[config.mk]
export PLATFORM = sky130hd
export DESIGN_NAME = evt_timer
export DESIGN_NICKNAME = d
export VERILOG_FILES = /design/src/evt_timer_pkg.sv /design/src/evt_timer.sv
export SDC_FILE = /design/constraint.sdc
export NUM_CORES = 1
export LEC_CHECK = 0
export ABC_AREA = 1
export BUFFER_PORTS_ARGS = -buffer_cell sky130_fd_sc_hd__buf_2
export CAP_MARGIN = 30
export CORE_MARGIN = 1
export CORE_UTILIZATION = 30
export CTS_BUF_LIST = sky130_fd_sc_hd__clkbuf_2
export CTS_CLUSTER_DIAMETER = 150
export DETAILED_ROUTE_END_ITERATION = 10
export GPL_TIMING_DRIVEN = 0
export HOLD_SLACK_MARGIN = 0.03
export PLACE_DENSITY_LB_ADDON = 0.3
export SYNTH_ARGS = -nofsm -noshare
export SYNTH_HDL_FRONTEND = slang
export SYNTH_SLANG_ARGS = --single-unit
[constraint.sdc]
create_clock -name aclk -period 2 [get_ports aclk]
set_input_delay 0.1 -clock aclk [delete_from_list [all_inputs] [get_ports aclk]]
set_output_delay 0.1 -clock aclk [all_outputs]
set_load 0.005 [all_outputs]
[src/evt_timer_pkg.sv]
// Notes on behaviour
// Event mode counts pin edges or overflow input
// Pin edge selectable: rising, falling, both
// Event mode counts down, reloads on underflow
// Set value n gives one underflow per n+1
// Start flag 1 runs, 0 halts counting
// Event mode underflow raises interrupt request
// Event mode count read returns live counter
// Write while stopped loads reload and counter
// Write while running loads reload only
// Pinless channel counts internal overflow only
// Measure mode counts up, captures, restarts
// Measure edge interrupt, except first after start
// Measure overflow sets flag and raises interrupt
// Mode write while started clears overflow flag
// Measure read gives capture, writes ignored
// Pinless channel has no measure mode
// Pin is pulse input or count source
// Mode chosen by mode register bits 1:0
// Pin synchronised before edge detection
package evt_timer_pkg;

  // Register byte offsets
  localparam logic [4:0] OFF_MODE   = 5'h00;
  localparam logic [4:0] OFF_COUNT  = 5'h04;
  localparam logic [4:0] OFF_START  = 5'h08;
  localparam logic [4:0] OFF_STATUS = 5'h0c;
  localparam logic [4:0] OFF_MASK   = 5'h10;

  // Mode register field positions
  localparam int MODE_SEL_LSB  = 0;
  localparam int EDGE_SEL_LSB  = 2;
  localparam int SRC_SEL_BIT   = 4;
  localparam int OVF_FLAG_BIT  = 5;
  localparam int CLK_SEL_LSB   = 6;

  // Status and mask bit positions
  localparam int ST_UNDERFLOW = 0;
  localparam int ST_EDGE      = 1;
  localparam int ST_OVERFLOW  = 2;

  // Reset values and counter maximum
  localparam logic [7:0]  MODE_RST  = 8'h00;
  localparam logic [15:0] COUNT_RST = 16'h0000;
  localparam logic [2:0]  MASK_RST  = 3'h0;
  localparam logic [15:0] COUNT_MAX = 16'hffff;

  // Prescaler terminal counts
  localparam logic [2:0] DIV8_LAST  = 3'h7;
  localparam logic [4:0] DIV32_LAST = 5'h1f;

  // Bus responses
  localparam logic [1:0] RESP_OKAY   = 2'h0;
  localparam logic [1:0] RESP_SLVERR = 2'h2;

  typedef enum logic [1:0] {
    md_timer, md_event, md_measure, md_reserved
  } mode_type;

  typedef enum logic [1:0] {
    edge_fall, edge_rise, edge_both, edge_both_alt
  } edge_type;

  typedef enum logic [1:0] {
    cs_div1, cs_div8, cs_div32, cs_sub32
  } clk_src_type;

  // Whole state of the channel
  typedef struct packed {
    logic [7:0]  mode;
    logic [15:0] count;
    logic [15:0] reload;
    logic        start;
    logic        ovf;
    logic        seen;
    logic [4:0]  psc;
    logic [4:0]  sub_psc;
    logic [2:0]  pin_sync;
    logic [2:0]  stat;
    logic [2:0]  mask;
    logic        irq;
    logic        aw_got;
    logic        aw_upper;
    logic [4:0]  aw_addr;
    logic        w_got;
    logic [31:0] wdata;
    logic [3:0]  wstrb;
    logic        awready;
    logic        wready;
    logic        bvalid;
    logic [1:0]  bresp;
    logic        arready;
    logic        rvalid;
    logic [31:0] rdata;
    logic [1:0]  rresp;
  } state_type;

  localparam state_type STATE_RST = '{
    mode:    MODE_RST,
    count:   COUNT_RST,
    reload:  COUNT_RST,
    mask:    MASK_RST,
    default: '0
  };

endpackage : evt_timer_pkg

[src/evt_timer.sv]
// The AXI4-Lite interface to the registers and the placing of the registers were decided locally.
`timescale 1ns/1ns
module evt_timer
  import evt_timer_pkg::*;
#(
  parameter int ADDR_W  = 8,
  parameter bit HAS_PIN = 1'b1
) (
  input  wire logic              aclk,
  input  wire logic              aresetn,
  input  wire logic              clk_en,
  input  wire logic              channel_event_input_pin,
  input  wire logic              timer_overflow_in,
  input  wire logic              subclock_tick,
  input  wire logic [ADDR_W-1:0] awaddr,
  input  wire logic              awvalid,
  output logic                   awready,
  input  wire logic [31:0]       wdata,
  input  wire logic [3:0]        wstrb,
  input  wire logic              wvalid,
  output logic                   wready,
  output logic [1:0]             bresp,
  output logic                   bvalid,
  input  wire logic              bready,
  input  wire logic [ADDR_W-1:0] araddr,
  input  wire logic              arvalid,
  output logic                   arready,
  output logic [31:0]            rdata,
  output logic [1:0]             rresp,
  output logic                   rvalid,
  input  wire logic              rready,
  output logic                   irq
);

  // Refuse address widths the decoder cannot serve
  if (ADDR_W < 6 || ADDR_W > 32) begin : g_bad_addr
    $error("ADDR_W must lie between 6 and 32");
  end

  state_type st;
  state_type next_st;

  mode_type    mode_e;
  edge_type    edge_e;
  clk_src_type src_e;
  logic        pin_rise;
  logic        pin_fall;
  logic        pin_edge;
  logic        int_tick;
  logic        ev_tick;
  logic        down_tick;
  logic        meas_on;
  logic        meas_edge;
  logic        meas_tick;
  logic        underflow;
  logic        wr_en;
  logic        wr_hit;
  logic        wr_mode;
  logic        wr_count;
  logic [31:0] wr_mask;
  logic [31:0] rd_val;
  logic        rd_hit;
  logic        wr_status;

  // Address decode shared by both channels
  function automatic logic addr_hit(input logic upper_zero,
                                    input logic [4:0] a);
    addr_hit = upper_zero &&
      (a == OFF_MODE || a == OFF_COUNT || a == OFF_START ||
       a == OFF_STATUS || a == OFF_MASK);
  endfunction : addr_hit

  // Read multiplexer over the live state
  function automatic logic [31:0] read_reg(input state_type s,
                                           input logic [4:0] a);
    logic [7:0] m;
    m = s.mode;
    m[OVF_FLAG_BIT] = s.ovf;
    read_reg = 32'h0000_0000;
    case (a)
      OFF_MODE:   read_reg = {24'h00_0000, m};
      OFF_COUNT:  begin
        if (mode_type'(s.mode[MODE_SEL_LSB +: 2]) == md_measure) begin
          read_reg = {16'h0000, s.reload};
        end else begin
          read_reg = {16'h0000, s.count};
        end
      end
      OFF_START:  read_reg = {31'h0000_0000, s.start};
      OFF_STATUS: read_reg = {29'h0000_0000, s.stat};
      OFF_MASK:   read_reg = {29'h0000_0000, s.mask};
      default:    read_reg = 32'h0000_0000;
    endcase
  endfunction : read_reg

  // Mode fields and edge detection
  always_comb begin
    mode_e   = mode_type'(st.mode[MODE_SEL_LSB +: 2]);
    edge_e   = edge_type'(st.mode[EDGE_SEL_LSB +: 2]);
    src_e    = clk_src_type'(st.mode[CLK_SEL_LSB +: 2]);
    // Stages 1 and 2 compared, stage 0 only feeds stage 1
    pin_rise = st.pin_sync[1] && !st.pin_sync[2];
    pin_fall = !st.pin_sync[1] && st.pin_sync[2];
    case (edge_e)
      edge_fall: pin_edge = pin_fall;
      edge_rise: pin_edge = pin_rise;
      default:   pin_edge = pin_rise || pin_fall;
    endcase
    case (src_e)
      cs_div1:  int_tick = 1'b1;
      cs_div8:  int_tick = st.psc[2:0] == DIV8_LAST;
      cs_div32: int_tick = st.psc == DIV32_LAST;
      default:  int_tick = subclock_tick && st.sub_psc == DIV32_LAST;
    endcase
  end

  // Count events per mode
  always_comb begin
    // Pin or overflow source; pinless channel uses overflow only
    if (HAS_PIN && !st.mode[SRC_SEL_BIT]) begin
      ev_tick = pin_edge;
    end else begin
      ev_tick = timer_overflow_in;
    end
    case (mode_e)
      md_timer: down_tick = st.start && int_tick;
      md_event: down_tick = st.start && ev_tick;
      default:  down_tick = 1'b0;
    endcase
    meas_on   = HAS_PIN && st.start && mode_e == md_measure;
    meas_edge = meas_on && pin_edge;
    meas_tick = meas_on && int_tick;
    underflow = down_tick && st.count == COUNT_RST;
  end

  // Bus write strobes
  always_comb begin
    wr_en    = st.aw_got && st.w_got && !st.bvalid;
    wr_hit   = addr_hit(st.aw_upper, st.aw_addr);
    wr_mode  = wr_en && wr_hit && st.aw_addr == OFF_MODE;
    wr_count = wr_en && wr_hit && st.aw_addr == OFF_COUNT;
    wr_status = wr_en && wr_hit && st.aw_addr == OFF_STATUS;
    for (int b = 0; b < 4; b++) begin
      wr_mask[8*b +: 8] = {8{st.wstrb[b]}};
    end
    rd_hit = addr_hit(araddr[ADDR_W-1:5] == '0, araddr[4:0]);
    rd_val = read_reg(st, araddr[4:0]);
  end

  // Next state of the whole channel
  always_comb begin
    logic [31:0] merged;
    merged = 32'h0000_0000;
    next_st = st;

    // Input synchroniser and prescalers
    next_st.pin_sync = {st.pin_sync[1:0], channel_event_input_pin};
    next_st.psc = st.psc + 5'h01;
    if (subclock_tick) begin
      next_st.sub_psc = st.sub_psc + 5'h01;
    end

    // Down counting with reload of n gives n+1 events per underflow
    if (underflow) begin
      next_st.count = st.reload;
      next_st.stat[ST_UNDERFLOW] = 1'b1;
    end else if (down_tick) begin
      next_st.count = st.count - 16'h0001;
    end

    // Up counting with capture at each effective edge
    if (meas_edge) begin
      next_st.reload = st.count;
      next_st.count  = COUNT_RST;
      next_st.seen   = 1'b1;
    end else if (meas_tick) begin
      next_st.count = st.count + 16'h0001;
    end

    // Register writes
    if (wr_en) begin
      merged = (read_reg(st, st.aw_addr) & ~wr_mask) |
               (st.wdata & wr_mask);
      if (wr_mode) begin
        next_st.mode = merged[7:0];
        if (st.start) begin
          next_st.ovf = 1'b0;
        end
      end
      if (wr_count && mode_e != md_measure) begin
        next_st.reload = merged[15:0];
        if (!st.start) begin
          next_st.count = merged[15:0];
        end
      end
      if (wr_hit && st.aw_addr == OFF_START) begin
        next_st.start = merged[0];
        if (merged[0] && !st.start) begin
          next_st.seen = 1'b0;
        end
      end
      // Only strobed ones clear; unstrobed lanes keep their flags
      if (wr_status) begin
        next_st.stat = st.stat & ~(st.wdata[2:0] & wr_mask[2:0]);
      end
      if (wr_hit && st.aw_addr == OFF_MASK) begin
        next_st.mask = merged[2:0];
      end
    end

    // Events set after the clear so they win
    if (underflow) begin
      next_st.stat[ST_UNDERFLOW] = 1'b1;
    end
    if (meas_edge && st.seen) begin
      next_st.stat[ST_EDGE] = 1'b1;
    end
    if (meas_tick && !meas_edge && st.count == COUNT_MAX) begin
      next_st.ovf = 1'b1;
      next_st.stat[ST_OVERFLOW] = 1'b1;
    end
    next_st.irq = |(next_st.stat & next_st.mask);

    // Write address and data, either order
    if (awvalid && st.awready) begin
      next_st.aw_got   = 1'b1;
      next_st.aw_addr  = awaddr[4:0];
      next_st.aw_upper = awaddr[ADDR_W-1:5] == '0;
    end
    if (wvalid && st.wready) begin
      next_st.w_got = 1'b1;
      next_st.wdata = wdata;
      next_st.wstrb = wstrb;
    end
    if (wr_en) begin
      next_st.aw_got = 1'b0;
      next_st.w_got  = 1'b0;
      next_st.bvalid = 1'b1;
      next_st.bresp  = wr_hit ? RESP_OKAY : RESP_SLVERR;
    end
    if (st.bvalid && bready) begin
      next_st.bvalid = 1'b0;
    end
    next_st.awready = !next_st.aw_got && !next_st.bvalid;
    next_st.wready  = !next_st.w_got && !next_st.bvalid;

    // Read channel, one answer at a time
    if (arvalid && st.arready) begin
      next_st.rvalid = 1'b1;
      next_st.rdata  = rd_hit ? rd_val : 32'h0000_0000;
      next_st.rresp  = rd_hit ? RESP_OKAY : RESP_SLVERR;
    end else if (st.rvalid && rready) begin
      next_st.rvalid = 1'b0;
    end
    next_st.arready = !next_st.rvalid;
  end

  // State register, frozen while clock enable is low
  always_ff @(posedge aclk) begin
    if (!aresetn) begin
      st <= STATE_RST;
    end else if (clk_en) begin
      st <= next_st;
    end
  end

  // Outputs straight from state
  assign awready = st.awready;
  assign wready  = st.wready;
  assign bvalid  = st.bvalid;
  assign bresp   = st.bresp;
  assign arready = st.arready;
  assign rvalid  = st.rvalid;
  assign rdata   = st.rdata;
  assign rresp   = st.rresp;
  assign irq     = st.irq;
endmodule : evt_timer

## Yosys cells after proc, flatten, opt, wreduce, memory -nomap -nowiden

Index checks and enable logic that the tools add are counted.

| cells by class | value |
|---|---|
| add/sub/neg operators | 4 |
| equality and inequality tests | 18 |
| mux-type cells | 41 |
| bitwise operators | 8 |
| reduce and logical (&&, ||, !) cells | 69 |

Operator list:

| cell | count |
|---|---|
| 16-bit case mux with 5 select lines | 2 |
| 16-bit 2-to-1 mux | 8 |
| 32-bit 2-to-1 mux | 2 |
| 37-bit 2-to-1 mux | 1 |
| 35-bit 2-to-1 mux | 1 |
| 16-bit AND | 2 |
| 1-bit logical AND | 31 |
| 5-bit by 4-bit == test with 1-bit output, second input constant | 4 |
| 5-bit == test, second input constant | 4 |
| 1-bit 2-to-1 mux | 17 |
| 16-bit by 1-bit adder with 16-bit output, second input constant | 1 |
| 16-bit == test, second input constant | 1 |
| 16-bit zero test | 1 |
| 16-bit inverter | 1 |
| 16-bit OR | 1 |
| 16-bit by 1-bit subtractor with 16-bit output, second input constant | 1 |
| 5-bit by 1-bit adder with 5-bit output, second input constant | 2 |
| 5-bit by 3-bit == test with 1-bit output, second input constant | 2 |
| 5-bit zero test | 2 |
| 2-bit AND reduction | 5 |
| 3-bit AND | 3 |
| 1-bit zero test | 9 |
| 1-bit logical OR | 9 |
| 3-bit 2-to-1 mux | 3 |
| other kinds (16) | 27 |

| storage, ports and cells | value |
|---|---|
| register bits after elaboration | 148 |
| input port bits | 63 |
| output and inout port bits | 42 |
| word-level logic and storage cells | 166 |

## Depth between registers and ports, before layout

| depth | value |
|---|---|
| depth in word-level cells | 15 |
| mapped depth | 18 |
| gate-level depth less buffers | 18 |

## Least setup slack after synthesis

No wires, ideal clock.

| timing path | value |
|---|---|
| kind | register to register |
| start point | register st[95] in the netlist's numbering |
| end point | register st[128] in the netlist's numbering |
| library setup time | 0.119 ns |
| data arrival time | 1.779 ns |
| required time | 1.881 ns |
| slack | 0.101 ns |
| cell stages (with the launch flop) | 16 |
| path buffers | 2 |
| clock period less this slack | 1.899 ns |
| path through | dfxtp_1 > ha_1 > inv_1 > nor3_1 > ha_1 > nand4_1 > nand3_1 > nand2_1 > nor2_4 > buf_6 > buf_8 > nand2_1 > o211ai_1 > nand2_1 > nand2_1 > a21oi_1 |

| between the ends | value |
|---|---|
| longest elaborated chain between the ends | 12 |
| elaborated cells on any way between the ends | 14 |
| those cells by class | eq/ne: 1; mux: 9; reduce/logical: 4 |

RTL lines:

| element | RTL line | RTL |
|---|---|---|
| start, declared | evt_timer.sv:40 | `state_type st;` |
| start signal, assigned | evt_timer.sv:263 | `st <= next_st;` |
| 5-bit == test * | evt_timer.sv:113 | `default: int_tick = subclock_tick && st.sub_psc == DIV32_LAST;` |
| 1-bit logical AND * | evt_timer.sv:113 |  |
| 1-bit case mux with 3 select lines * | evt_timer.sv:109 | `case (src_e)` |
| 1-bit logical AND | evt_timer.sv:126 | `md_timer: down_tick = st.start && int_tick;` |
| 1-bit case mux with 2 select lines | evt_timer.sv:125 | `case (mode_e)` |
| 16-bit 2-to-1 mux or 1-bit logical AND (tied branches) | evt_timer.sv:167, evt_timer.sv:133 |  |
| 16-bit 2-to-1 mux | evt_timer.sv:164 | `if (underflow) begin` |
| 16-bit 2-to-1 mux * | evt_timer.sv:176 | `end else if (meas_tick) begin` |
| 16-bit 2-to-1 mux * | evt_timer.sv:172 | `if (meas_edge) begin` |
| 16-bit 2-to-1 mux | evt_timer.sv:192 | `if (!st.start) begin` |
| 32-bit 2-to-1 mux | evt_timer.sv:190 | `if (wr_count && mode_e != md_measure) begin` |
| 35-bit 2-to-1 mux * | evt_timer.sv:181 | `if (wr_en) begin` |

Mark *: on every way between the ends. The rest lies on a longest branch, timed or not. The select of a mux whose other input is x is not followed.
A chain may end at the register's enable or synchronous reset.

## Worst setup path after layout

| timing path | value |
|---|---|
| start point | register st[100] in the netlist's numbering |
| end point | register st[128] in the netlist's numbering |

| between the ends | value |
|---|---|
| longest elaborated chain between the ends | 11 |
| elaborated cells on any way between the ends | 14 |
| those cells by class | eq/ne: 2; mux: 9; reduce/logical: 3 |

RTL lines:

| element | RTL line |
|---|---|
| 5-bit == test or 3-bit == test (tied branches) | evt_timer.sv:112, evt_timer.sv:111 |
| 1-bit case mux with 3 select lines * | evt_timer.sv:109 |
| 1-bit logical AND | evt_timer.sv:126 |
| 1-bit case mux with 2 select lines | evt_timer.sv:125 |
| 16-bit 2-to-1 mux or 1-bit logical AND (tied branches) | evt_timer.sv:167, evt_timer.sv:133 |
| 16-bit 2-to-1 mux | evt_timer.sv:164 |
| 16-bit 2-to-1 mux * | evt_timer.sv:176 |
| 16-bit 2-to-1 mux * | evt_timer.sv:172 |
| 16-bit 2-to-1 mux | evt_timer.sv:192 |
| 32-bit 2-to-1 mux | evt_timer.sv:190 |
| 35-bit 2-to-1 mux * | evt_timer.sv:181 |

Marks and branches as above.

==> flow_metrics.tcl <==
set metrics [dict create \
    synth.top_cell.area_share 0.300 \
    failing_checks "negative hold slack, negative setup slack" \
    post_synth_main_area_contributors "sky130_fd_sc_hd__dfxtp_1 30%, sky130_fd_sc_hd__nand2_1 13%, sky130_fd_sc_hd__a21oi_1 8.9%" \
    finalWirelength_um 25800 \
    floorplan.core_area_um2 24200 \
    synth_warn 0 \
    prevailing_post_synth_register_cell "sky130_fd_sc_hd__dfxtp_1" \
    timing.critical_path.from "st[100]" \
    h-tree-depth 3 \
    worstMarginPinSlew_ps 870 \
    drt-wirelength-per-cell_um 15.9 \
    netlist_area_um2 7410 \
    synth-edff-count 0 \
    cts_inserted_buffers 9 \
    die_area_um2 25300 \
    cts_tree "done" \
    timing.hold.worst.start "aresetn" \
    die-height_um 159 \
    final_core_util 0.382 \
    drive_gt1_frac 0.203 \
    synthToLayoutAreaGrowth_pct 25.1 \
    worst-setup-path-type "reg -> reg" \
    ctsHoldBuffers 48 \
    timing.critical_path.required_ps 2600 \
    worstPathArrival_ps 2820 \
    grt_overflow 0 \
    dr_total_vias 8052 \
    setup.worst_path.end_class "flip-flop" \
    slew_headroom 0.420 \
    p_per_area_nw_per_um2 474 \
    hold_viol_final 3 \
    pin_count 105 \
    dp.cells 1545 \
    run_status "finished with violations" \
    first_global_vias 7566 \
    post-route-period-util 1.11 \
    synth-simple-area-share 0.283 \
    largest_net_degree_at_the_start_of_global_routing 19 \
    num-fill-cells 2677 \
    grt_first_pass_wirelength_um 40200 \
    drv_cap 0 \
    routed_via_density 4.96 \
    placer_congestion_estimate 0.940 \
    grt.total_usage 0.201 \
    clock_tree.root_cell "sky130_fd_sc_hd__clkbuf_2" \
    synth_compound_gate_area_share 0.228 \
    die_w_um 159 \
    synthArstFlopShare 0 \
    dp_hpwl_um 19800 \
    post_synth_fa_ha_maj_area_fraction 0.0169 \
    fp-row-count 57 \
    ctsLongestPathBuffers 2 \
    timing.final.setup_violations 25 \
    synthDominantAreaCellType "sky130_fd_sc_hd__dfxtp_1" \
    stdcell_area_um2 9270 \
    whs_ps -166 \
    synth_cell_types 48 \
    report.final.slew_viol_count 0 \
    clock_pin_slew_on_the_worst_setup_and_hold_paths_ps 330 \
    detail_route.first_pass.iterations 5 \
    drcViolationCount 0 \
    worst-path-max-fanout 10 \
    antennaDiodeCount 0 \
    antenna_found_initial 0 \
    clock.fmax_ghz 0.452 \
    placedInstanceArea_um2 8210 \
    ir_worst_vdd_mv 0.419 \
    leakage_power_nw 3.89 \
    synth.area.mux_share 0 \
    setup_total_negative_slack_ps -3220 \
    power.total_mw 4.39 \
    layout_common_cells "244 x sky130_fd_sc_hd__nand2_1, 128 x sky130_fd_sc_hd__a21oi_1, 118 x sky130_fd_sc_hd__inv_1, 114 x sky130_fd_sc_hd__o21ai_0, 100 x sky130_fd_sc_hd__dfxtp_1" \
    worstReg2RegStart "st[100]" \
    clock_insertion_delay_worst_skew_ps 660 \
    synth_seq_area_share 0.300 \
    initial_standard_cell_utilization_of_the_core 0.306 \
    numPortBuffers 67 \
    synth_xor_area_frac 0.0177 \
    holdCritPathClass "in -> reg" \
    synth_area_per_cell_um2 6.52 \
    rsz0062_at_grt "true" \
    drt_iter0_drc 421 \
    clock-skew-final_ps 43.0 \
    ff_latch_count_synth 111 \
    synth_top_family_by_area "simple AND/OR/NAND/NOR gates" \
    kind_of_start_point_of_the_critical_path "flip-flop" \
    timing.final.ws_setup_ps -214 \
    layout_commonest_cell "sky130_fd_sc_hd__nand2_1" \
    post-route-min-period_ps 2210 \
    fin_cells 1623 \
    total_nets_final 1368 \
    post_synthesis_instance_total 1137 \
    cts.sink_count 111 \
    ant_nets 0 \
]
==> cell type report <==
cell class,instances,area (µm²),share of cell area
clock inverter,6,70.1,0.00756
sequential,111,2240,0.242
timing repair buffer,131,973,0.105
inverter,133,528,0.0570
clock buffer,9,45.0,0.00486
multi-input combinational,815,4350,0.469
tap,324,405,0.0437
buffer,94,656,0.0708
==> power by group <==
part / internal, mW / total, mW / switching, mW / leakage, nW
Sequential: 2.30 / 2.35 / 0.0548 / 0.908
Clock: 0.290 / 1.11 / 0.816 / 0.0659
Combinational: 0.357 / 0.932 / 0.575 / 2.92
Total: 2.94 / 4.39 / 1.45 / 3.89
==> cell usage after synthesis (3+ instances only) <==
cell type and instances:
sky130_fd_sc_hd__nor2_1 71, sky130_fd_sc_hd__nand2_4 3, sky130_fd_sc_hd__inv_2 10, sky130_fd_sc_hd__nand3_1 64, sky130_fd_sc_hd__o21ai_0 119, sky130_fd_sc_hd__inv_1 121, sky130_fd_sc_hd__buf_6 10, sky130_fd_sc_hd__nand2_1 256
sky130_fd_sc_hd__o21ai_1 8, sky130_fd_sc_hd__buf_4 41, sky130_fd_sc_hd__xor2_1 14, sky130_fd_sc_hd__o211ai_1 31, sky130_fd_sc_hd__a31oi_1 5, sky130_fd_sc_hd__a21oi_1 132, sky130_fd_sc_hd__buf_2 8, sky130_fd_sc_hd__nand2_2 8
sky130_fd_sc_hd__nor3_1 20, sky130_fd_sc_hd__dfxtp_1 111, sky130_fd_sc_hd__ha_1 10, sky130_fd_sc_hd__nor2_2 5, sky130_fd_sc_hd__nor2_4 6, sky130_fd_sc_hd__nor2_8 3, sky130_fd_sc_hd__clkbuf_1 32, sky130_fd_sc_hd__nand4_1 15
sky130_fd_sc_hd__nand3_2 4
==> worst max-delay path: stages (launching register included) <==
cell                       delay, ps
sky130_fd_sc_hd__dfxtp_2         430
sky130_fd_sc_hd__ha_4            140
sky130_fd_sc_hd__nand2_2          50
sky130_fd_sc_hd__nor2_2          120
sky130_fd_sc_hd__ha_2            170
sky130_fd_sc_hd__inv_2            40
sky130_fd_sc_hd__nand2_2          50
sky130_fd_sc_hd__nand3_2          80
sky130_fd_sc_hd__nand3_2         110
sky130_fd_sc_hd__nand2_4          70
sky130_fd_sc_hd__nor2_4          180
sky130_fd_sc_hd__nand2_4         140
sky130_fd_sc_hd__buf_8           180
sky130_fd_sc_hd__o211ai_1        150
sky130_fd_sc_hd__nand2_1          90
sky130_fd_sc_hd__nand2_1          90
sky130_fd_sc_hd__a21oi_2          50
==> state kept, by name (all words and copies together), names as in the netlist, 2 cells and up <==
name and count:
mode_e 2, next_st 2, edge_e 2, rdata 16
src_e 2, st 79
==> path summary, 6_finish.rpt <==
| path | endpoint | slack [ps] | cells after the start |
|---|---|---|---|
| worst max-delay path | st[128] | -210 | 16 |
| worst min-delay path | src_e[0] | -170 | 3 |
| worst max register to register | st[128] | -210 | 16 |
| worst min register to register | st[46] | 470 | 2 |
==> repair_timing <==
action	4_1_cts	5_1_grt
setup endpoints to repair	37	56
cloned	1	1
endpoints found under the hold margin	47	3
setup buffers	5	9
pin swaps	9	13
resized for setup	34	61
==> routing by layer <==
metal | share of wire | routed length [µm] | GRT usage | vias up
met5 | 0 | 0 | 0 | -
met4 | 0.025 | 650 | 0.0656 | 0
met3 | 0.046 | 1180 | 0.0250 | 42
met2 | 0.48 | 12300 | 0.348 | 232
met1 | 0.45 | 11600 | 0.258 | 3765
li1 | - | - | - | 4013
==> through the flow <==
stage / setup WS (ps) / hold slack [ps]
after floorplan: 101 / 235
after global placement: -432 / 328
after detailed placement: -448 / 343
after CTS: -209 / -188
after global routing: -369 / -138
final: -214 / -166
==> cell families after synthesis <==
kind of cell	count (synthesis)
AOI/OAI and AO/OA	311
xor gates and xnor gates	15
adders and majority gates	10
buffers and inverters	228
DFF	111
other	1
and+or+nand+nor	461
Note: power is estimated with default switching activity, not from simulation.
